### src/bboc_pkg.sv
`default_nettype none

package bboc_pkg;

   localparam int unsigned PC_W = 15;
   localparam int unsigned DATA_W = 8;
   localparam int unsigned RADDR_W = 7;
   localparam int unsigned BIT_W = 3;
   localparam int unsigned REL_W = 9;
   localparam int unsigned CALL_W = 11;
   localparam int unsigned PAGE_W = 7;
   localparam int unsigned PAGE_LO = 3;
   localparam int unsigned PAGE_HI = 6;
   localparam logic [PC_W-1:0] PC_ONE = 15'h0001;
   localparam logic [PC_W-1:0] PC_RST = 15'h0000;
   localparam logic [DATA_W-1:0] DATA_RST = 8'h00;
   localparam logic DEST_ACC = 1'b0;
   localparam logic DEST_FILE = 1'b1;

   typedef enum logic [2:0] {
      OP_NONE = 3'b000,
      OP_BIT_CLEAR = 3'b001,
      OP_BIT_SET = 3'b010,
      OP_LIT_BRANCH = 3'b011,
      OP_ACC_BRANCH = 3'b100,
      OP_SKIP_CLEAR = 3'b101,
      OP_SKIP_SET = 3'b110,
      OP_CALL = 3'b111
   } bboc_op_t;

   typedef enum logic {
      ST_EXEC = 1'b0,
      ST_DISCARD = 1'b1
   } bboc_state_t;

   typedef struct packed {
      bboc_op_t op;
      logic [PC_W-1:0] addr;
      logic [RADDR_W-1:0] reg_addr;
      logic [BIT_W-1:0] bit_idx;
      logic dest_sel;
      logic [CALL_W-1:0] literal;
   } bboc_issue_t;

   typedef struct packed {
      logic file_we;
      logic acc_we;
      logic [RADDR_W-1:0] addr;
      logic [DATA_W-1:0] data;
   } bboc_wb_t;

   typedef struct packed {
      logic load;
      logic discard;
      logic [PC_W-1:0] target;
   } bboc_pc_t;

   typedef struct packed {
      logic push;
      logic [PC_W-1:0] ret_addr;
   } bboc_stack_t;

endpackage : bboc_pkg

`default_nettype wire

### src/bboc_exec_unit.sv
`timescale 1ns/1ps
`default_nettype none

// Functional notes
// - Bit clear writes zero to bit 0..7 of register 0..127; flags untouched.
// - Bit set writes one to the chosen bit; other bits and flags unchanged.
// - Literal branch sign-extends 9-bit offset; target is address plus one plus offset.
// - Literal branch takes two cycles, discarding the fetched next instruction; no flags.
// - Accumulator branch adds unsigned accumulator to address plus one; two cycles.
// - Skip-if-clear runs next instruction if bit is one, else discards it.
// - Skip-if-set runs next instruction if bit is zero, else discards it.
// - Call pushes address plus one and, in the same cycle, loads literal and page latch bits 6:3.
// - Call takes two cycles, leaves flags alone, literal spans 0 to 2047.
// - Destination select is ignored: bit ops always write the data register, never the accumulator.
module bboc_exec_unit
   import bboc_pkg::*;
(
   // Clock and reset
   input wire logic clk,
   input wire logic sys_rst,
   // Instruction issue from fetch
   input wire logic issue_valid,
   input wire bboc_issue_t issue,
   output logic issue_ready,
   // Operands, same cycle as issue
   input wire logic [DATA_W-1:0] operand_data,
   input wire logic [DATA_W-1:0] acc_data,
   input wire logic [PAGE_W-1:0] program_page_latch,
   // Register file and accumulator write
   output bboc_wb_t wb,
   // Program counter control
   output bboc_pc_t pc_ctl,
   // Return stack push
   output bboc_stack_t return_stack_top
);

   function automatic logic [DATA_W-1:0] bit_mask(input logic [BIT_W-1:0] idx);
      bit_mask = DATA_W'(1) << idx;
   endfunction : bit_mask

   // Shared by every opcode strobe below
   function automatic logic op_is(input bboc_op_t have, input bboc_op_t want);
      op_is = (have == want);
   endfunction : op_is

   // Field layout must tile the program counter exactly
   if (CALL_W + PAGE_HI - PAGE_LO + 1 != PC_W) begin : g_chk_call
      $error("Call target fields do not fill the program counter");
   end

   if (REL_W >= PC_W || DATA_W >= PC_W) begin : g_chk_rel
      $error("Relative offsets must be narrower than the program counter");
   end

   if ((1 << BIT_W) != DATA_W) begin : g_chk_bit
      $error("Bit index does not span the data word");
   end

   if (PAGE_HI >= PAGE_W || PAGE_LO > PAGE_HI) begin : g_chk_page
      $error("Page field lies outside the page latch");
   end

   if (DEST_ACC == DEST_FILE) begin : g_chk_dest
      $error("Destination codes must differ");
   end

   if (REL_W > CALL_W) begin : g_chk_lit
      $error("Branch offset does not fit the literal field");
   end

   bboc_state_t state_q;
   bboc_state_t state_d;
   logic ready_q;
   bboc_wb_t wb_q;
   bboc_wb_t wb_d;
   bboc_pc_t pc_q;
   bboc_pc_t pc_d;
   bboc_stack_t stk_q;
   bboc_stack_t stk_d;

   wire logic accept;
   wire logic is_clear;
   wire logic is_set;
   wire logic is_lit_br;
   wire logic is_acc_br;
   wire logic is_skip_c;
   wire logic is_skip_s;
   wire logic is_call;
   wire logic tested_bit;
   wire logic skip_taken;
   wire logic branch;
   wire logic two_cycle;
   wire logic bit_write;
   wire logic [DATA_W-1:0] mask;
   wire logic [DATA_W-1:0] bit_result;
   wire logic [PC_W-1:0] pc_next_seq;
   wire logic [PC_W-1:0] rel_ext;
   wire logic [PC_W-1:0] lit_target;
   wire logic [PC_W-1:0] acc_target;
   wire logic [PC_W-1:0] call_target;
   wire logic [PC_W-1:0] target;
   wire logic wb_to_file;
   wire logic ready_d;
   wire logic skip_clear_hit;
   wire logic skip_set_hit;
   wire logic [PC_W-1:0] rel_target;
   wire logic [PC_W-CALL_W-1:0] page_bits;

   // Accepted only outside the discard slot
   assign accept = issue_valid & ready_q;
   assign is_clear = accept & op_is(issue.op, OP_BIT_CLEAR);
   assign is_set = accept & op_is(issue.op, OP_BIT_SET);
   assign is_lit_br = accept & op_is(issue.op, OP_LIT_BRANCH);
   assign is_acc_br = accept & op_is(issue.op, OP_ACC_BRANCH);
   assign is_skip_c = accept & op_is(issue.op, OP_SKIP_CLEAR);
   assign is_skip_s = accept & op_is(issue.op, OP_SKIP_SET);
   assign is_call = accept & op_is(issue.op, OP_CALL);

   assign mask = bit_mask(issue.bit_idx);
   assign tested_bit = |(operand_data & mask);
   assign skip_clear_hit = is_skip_c & ~tested_bit;
   assign skip_set_hit = is_skip_s & tested_bit;
   assign skip_taken = skip_clear_hit | skip_set_hit;
   assign branch = is_lit_br | is_acc_br | is_call;
   assign two_cycle = branch | skip_taken;

   assign bit_write = is_clear | is_set;
   // One lane per bit keeps the untouched bits wired straight through
   for (genvar b = 0; b < DATA_W; b++) begin : g_lane
      assign bit_result[b] = mask[b] ? is_set : operand_data[b];
   end
   // Bit ops have no destination operand, so they always go back to the file
   assign wb_to_file = bit_write ? DEST_FILE : issue.dest_sel;

   // Fetch has already advanced, so every relative target starts from here
   assign pc_next_seq = issue.addr + PC_ONE;
   assign rel_ext = {{(PC_W-REL_W){issue.literal[REL_W-1]}}, issue.literal[REL_W-1:0]};
   assign lit_target = pc_next_seq + rel_ext;
   assign acc_target = pc_next_seq + {{(PC_W-DATA_W){1'b0}}, acc_data};
   assign page_bits = program_page_latch[PAGE_HI:PAGE_LO];
   assign call_target = {page_bits, issue.literal};
   assign rel_target = is_acc_br ? acc_target : lit_target;
   assign target = is_call ? call_target : rel_target;

   // The discard slot lasts one edge; nothing may start inside it
   always_comb begin
      state_d = state_q;
      case (state_q)
         ST_EXEC: begin
            if (two_cycle) begin
               state_d = ST_DISCARD;
            end
         end
         ST_DISCARD: begin
            state_d = ST_EXEC;
         end
      endcase
   end
   assign ready_d = (state_d == ST_EXEC);

   always_comb begin
      wb_d.file_we = bit_write & (wb_to_file == DEST_FILE);
      wb_d.acc_we = bit_write & (wb_to_file == DEST_ACC);
      wb_d.addr = issue.reg_addr;
      wb_d.data = bit_result;
   end

   always_comb begin
      pc_d.load = branch;
      pc_d.discard = two_cycle;
      pc_d.target = target;
   end

   always_comb begin
      stk_d.push = is_call;
      stk_d.ret_addr = pc_next_seq;
   end

   // Flags are never written by this group, so no flag port exists
   always_ff @(posedge clk) begin
      if (sys_rst) begin
         state_q <= ST_EXEC;
         ready_q <= 1'b1;
      end else begin
         state_q <= state_d;
         ready_q <= ready_d;
      end
   end

   // Strobes last one cycle because the next value is rebuilt every edge
   always_ff @(posedge clk) begin
      if (sys_rst) begin
         wb_q <= '0;
      end else begin
         wb_q <= wb_d;
      end
   end

   always_ff @(posedge clk) begin
      if (sys_rst) begin
         pc_q <= '0;
      end else begin
         pc_q <= pc_d;
      end
   end

   always_ff @(posedge clk) begin
      if (sys_rst) begin
         stk_q <= '0;
      end else begin
         stk_q <= stk_d;
      end
   end

   assign issue_ready = ready_q;
   assign wb = wb_q;
   assign pc_ctl = pc_q;
   assign return_stack_top = stk_q;

endmodule : bboc_exec_unit

`default_nettype wire

### config.mk
export PLATFORM = sky130hd
export DESIGN_NAME = bboc_exec_unit
export DESIGN_NICKNAME = d
export VERILOG_FILES = /design/src/bboc_pkg.sv /design/src/bboc_exec_unit.sv
export SDC_FILE = /design/constraint.sdc
export NUM_CORES = 1
export LEC_CHECK = 0
export ABC_CLOCK_PERIOD_IN_PS = 4470
export BUFFER_PORTS_ARGS = -buffer_cell sky130_fd_sc_hd__buf_2
export CELL_PAD_IN_SITES_DETAIL_PLACEMENT = 0
export CELL_PAD_IN_SITES_GLOBAL_PLACEMENT = 1
export CORE_MARGIN = 2
export CORE_UTILIZATION = 34
export DETAILED_ROUTE_END_ITERATION = 8
export PLACE_DENSITY_LB_ADDON = 0.12
export SYNTH_ARGS = -nofsm -noshare
export SYNTH_HDL_FRONTEND = slang
export SYNTH_SLANG_ARGS = --single-unit
### constraint.sdc
create_clock -name clk -period 4.47 [get_ports clk]
set_clock_uncertainty 0.1 [all_clocks]
set_input_delay 0.2235 -clock clk [delete_from_list [all_inputs] [get_ports clk]]
set_output_delay 0.2235 -clock clk [all_outputs]
set_load 0.02 [all_outputs]
After elaboration in Yosys (flattened, before gate mapping). Cells that the tools add are included.

Output and inout bits: 51. Register bits after elaboration: 52. Logic and storage cells: 58.

$add $sub $neg: 3. Reduce and logical (&&, ||, !) cells: 1. Bitwise gates (word level): 22. Shift-type cells: 1. Equal/unequal tests: 7. Mux-type cells: 13.

Operators by type and width (number): 15-bit two-way mux (2); 15-bit by 1-bit adder with 15-bit output, second input constant (1); 15-bit adder (1); 15-bit by 8-bit adder with 15-bit output (1); 1-bit AND (12); 3-bit == test, second input constant (4); 1-bit two-way mux (10); 8-bit AND (1); 8-bit OR reduction (1); 1-bit by 3-bit left shift with 8-bit output, first input constant (1); 3-bit by 2-bit == test with 1-bit output, second input constant (2); 1-bit bitwise OR (5); 1-bit inverter (4); 3-bit by 1-bit == test with 1-bit output, second input constant (1); 1-bit case mux with 2 select lines (1).

Depth between registers and ports, before layout.
Depth after elaboration: 10. Gate-level depth with buffers: 12. Mapped depth without buffers: 12.

Worst setup path before layout. Ideal clock, no wire load.

Kind: reg2reg. Start: register ready_q, in the netlist issue_ready. End: register pc_q (netlist bit pc_ctl[12]). Data required time: 4279 ps. Library setup time: 91 ps. Path slack: 385 ps. Period minus slack after synthesis: 4085 ps. Data arrival time: 3894 ps. Cell stages (with the launch flop): 13. Path through: dfxtp_1 nand2_1 nor3_1 mux2_2 ha_1 fa_1 a211oi_1 o21ai_0 a21oi_1 a2111oi_0 o21a_1 or4_1 a311oi_1.

Cells in the longest elaborated chain, start to end: 4. Elaborated cells on any way between the ends: 5. Those cells by class: mux (2); bitwise (3).

RTL lines: start, declared (RTL line bboc_exec_unit.sv:73) `logic ready_q;`; start signal, assigned (RTL line bboc_exec_unit.sv:186) `ready_q <= ready_d;`; 1-bit AND (*) (RTL line bboc_exec_unit.sv:110) `assign accept = issue_valid & ready_q;`; 1-bit AND (RTL line bboc_exec_unit.sv:114) `assign is_acc_br = accept & op_is(issue.op, OP_ACC_BRANCH);`; 15-bit two-way mux (RTL line bboc_exec_unit.sv:142) `assign rel_target = is_acc_br ? acc_target : lit_target;`; 15-bit two-way mux (*) (RTL line bboc_exec_unit.sv:143) `assign target = is_call ? call_target : rel_target;`; end signal, assigned (RTL line bboc_exec_unit.sv:203) `pc_q <= pc_d;`; end, declared (RTL line bboc_exec_unit.sv:76) `bboc_pc_t pc_q;`.

Mark *: on every way between the ends. The rest lies on a longest branch, timed or not. A chain may end at the register's enable or synchronous reset.

Worst setup path after layout.
Start: register ready_q, in the netlist issue_ready. End: register pc_q (netlist bit pc_ctl[10]).

Same word-level chain as after synthesis.

==> flow_summary.ini <==
[outcome]
status = completed

[global_routing]
grt_pass1_vias = 2503
grt-ovfl-total = 0
grtUsageTotal = 0.167
grt_start_max_net_pins = 43
grt_pass1_wl_mm = 11.9
antenna_found_initial = 0

[setup_path]
cp-start-kind = flop
cp_slowest_stage_delay_ps = 420
r2r_slack_ps = 600
cp.arrival_ps = 3980
r2r_cells = 14
cp.required_ps = 4570
r2r-end = pc_ctl[10]$_SDFF_PP0_
rr_startpoint = issue_ready$_SDFF_PP1_
slowest_stage = fa_1
crit_type = reg2reg
path_delay_family = compound AO/OA/AOI/OAI gates
path_cells = nand2_1 -> nor3_1 -> buf_4 -> mux2_2 -> ha_1 -> fa_1 -> a211oi_1 -> o21ai_0 -> a21oi_1 -> buf_4 -> a221oi_4 -> o21a_1 -> or3_1 -> a32o_1
end_kind = flop
cp_max_fo = 8
crit_buf_inv = 2
worst_path_most_repeated_cell = buf_4

[placement]
place.detailed.hpwl_mm = 5.69
dpl_cell_area_um2 = 3470
gp_congestion = 0.860
io_buffers = 112

[timing]
drv_slew = 0
max_freq_ghz = 0.258
tightestPinTransition_ps = 1020
finalSetupViolations = 0
maxSlewHeadroom = 0.312
min_period_ps = 3870
finalSetupTns_ps = 0
period_share = 0.867
timing.final.hold_violations = 0
rsz0062_at_grt = false

[synthesis]
yosys-top-cells-area = dfxtp_1 (37%), nor2_1 (5.7%), xnor2_1 (4.7%)
synthArstFlopShare = 0
synth-compound-area-share = 0.172
synth_edf_count = 0
synth_xor_area_frac = 0.0660
synthCells = 319
synth_simple_gate_area_frac = 0.250
ys_types = 57
synth_area_um2 = 2790
synthMuxAreaShare = 0.0651
yosys.area_share.adder = 0.0476
synth_top_family_by_area = simple AND/OR/NAND/NOR gates
yosysSeqAreaShare = 0.374
ys_ff_latch = 52
yosys.area.top_type_share = 0.374
yosysTopAreaCell = dfxtp_1
yosysWarnings = 0
syn_avg_cell_area_um2 = 8.73
synth_flop_cell = dfxtp_1
synth_fp_nets = 395

[clock_tree]
cts_buffers = 5
cts_resized = 0
path_clk_slew_ps = 100
cts_sinks = 52
insertion_delay_ps = 300
cts_setup_buffers = 0
cts_hold_buf = 0
ctsHtreeMaxLevel = 2
clockBufferDepth = 2
cts_tree = built
cts-root-buf = clkbuf_8

[route]
firstDrtPassIters = 4
vias_per_cell = 4.88
drt_iter0_drc = 81
drt_wl_total_mm = 7.38
drcViolationCount = 0
antenna_left = 0
vias = 2620
routedWlPerCell_um = 13.7

[final_layout]
fill_cells = 879
fin_area_um2 = 3550
drive_above_1_share = 0.331
syn2layout_area_growth_pct = 27.6
fin_nets = 507
antenna_cells = 0

[die]
die_area_um2 = 8940
ios = 117
start_util = 0.344
coreArea_um2 = 8090
num_rows = 33
die_w_um = 94.5
die_h_um = 94.5

[power_and_ir_drop]
p_leak_uw = 0.00162
p_total_uw = 1090
ir_worst_vdd_uv = 146
power_density_nw_per_um2 = 306

[hold_path]
hold_depth = 3
holdPathEnd = pc_ctl[4]$_SDFF_PP0_
hold_start = issue[4]
hold_path_class = in2reg

[run]
max-cap-violations = 0
==> state kept, by name, indices dropped and copies added, names as in the netlist <==
| name | count |
|---|---|
| wb | 17 |
| issue_ready | 1 |
| state_q | 1 |
| return_stack_top | 16 |
| pc_ctl | 17 |
==> cell families after synthesis <==
| family | Yosys count |
|---|---|
| AND/OR/NAND/NOR | 136 |
| adder cells (fa/ha/maj) | 10 |
| multiplexers | 17 |
| other | 1 |
| flip-flops | 52 |
| AO/OA/AOI/OAI | 64 |
| XOR/XNOR | 21 |
| buffers and inverters | 18 |
==> Yosys cell counts (8+ instances only) <==
library cell,count
dfxtp_1,52
nor2_1,42
nand3_1,15
a21oi_1,11
clkbuf_1,10
o21ai_0,12
ha_1,9
mux2i_1,8
nor2b_1,15
nor3_1,10
mux2_2,9
xnor2_1,15
nand2_1,20
==> power breakdown <==
part	total (µW)	switching [µW]	internal, µW
Combinational	311	182	128
Sequential	507	7.74	499
Clock	271	159	112
Total	1090	349	739
==> metal layers <==
layer / global-route usage / wire, µm / vias to the layer above
met4: 0.0435 / 61 / 0
li1: - / - / 1366
met2: 0.275 / 3260 / 76
met1: 0.227 / 3620 / 1173
met3: 0.0295 / 439 / 5
met5: 0 / 0 / -
==> tightest hold or removal path, stage by stage <==
cell and delay, ps:
buf_2 90, nand2_1 40, o21ai_0 50
==> cells in the final DEF, fill, tap and decap left out, types with 2 or more instances in the layout <==
master	synthesis	final
o2111a_1	2	2
o21ai_0	12	12
nor2b_1	15	15
a311oi_1	3	3
a31oi_1	2	2
mux2_2	9	9
clkbuf_8	0	5
mux2i_1	8	8
nor3_1	10	10
a21oi_1	11	11
dfxtp_1	52	52
nand2_1	20	20
nand2b_1	5	5
nor4_1	2	2
xnor2_1	15	15
o31a_1	2	2
inv_1	7	7
ha_1	9	9
a22o_1	3	3
or3_1	5	5
xor2_1	6	6
or2_2	3	3
o211ai_1	2	2
o31ai_1	5	5
a211oi_1	5	5
or4_4	2	2
nor3b_1	2	2
nor2_1	42	42
buf_4	0	4
nand4_1	4	4
nand3_1	15	15
o21a_1	4	4
nand3b_1	2	2
buf_2	1	112
==> worst max path at each step <==
| stage | start | end | slack (ps) | cells after the start |
|---|---|---|---|---|
| after floorplan | issue_ready$_SDFF_PP1_ | pc_ctl[12]$_SDFF_PP0_ | 380 | 12 |
| after global placement | issue[38] | pc_ctl[10]$_SDFF_PP0_ | 490 | 15 |
| after detailed placement | issue[38] | pc_ctl[10]$_SDFF_PP0_ | 460 | 15 |
| after CTS | issue_ready$_SDFF_PP1_ | pc_ctl[10]$_SDFF_PP0_ | 560 | 14 |
| after global routing | issue_ready$_SDFF_PP1_ | pc_ctl[10]$_SDFF_PP0_ | 320 | 14 |
| final | issue_ready$_SDFF_PP1_ | pc_ctl[10]$_SDFF_PP0_ | 600 | 14 |
==> per-stage QoR <==
stage,utilization,hold slack (ps),std cells,setup WS [ps]
2_1_floorplan,-,196,319,385
3_3_place_gp,0.428,295,529,488
3_5_place_dp,0.428,306,529,462
4_1_cts,0.439,17.5,537,565
5_1_grt,0.439,28.2,537,322
6_report,0.439,27.7,537,595
==> final cells by class <==
type	instances	area, µm²	share of cell area
Multi-Input combinational cell	249	1680	0.472
Clock buffer	6	72.6	0.0204
Clock inverter	2	16.3	0.00458
Sequential cell	52	1040	0.293
Tap cell	105	131	0.0370
Timing Repair Buffer	116	591	0.166
Inverter	7	26.3	0.00739
Power figures use the tool's default switching activity.
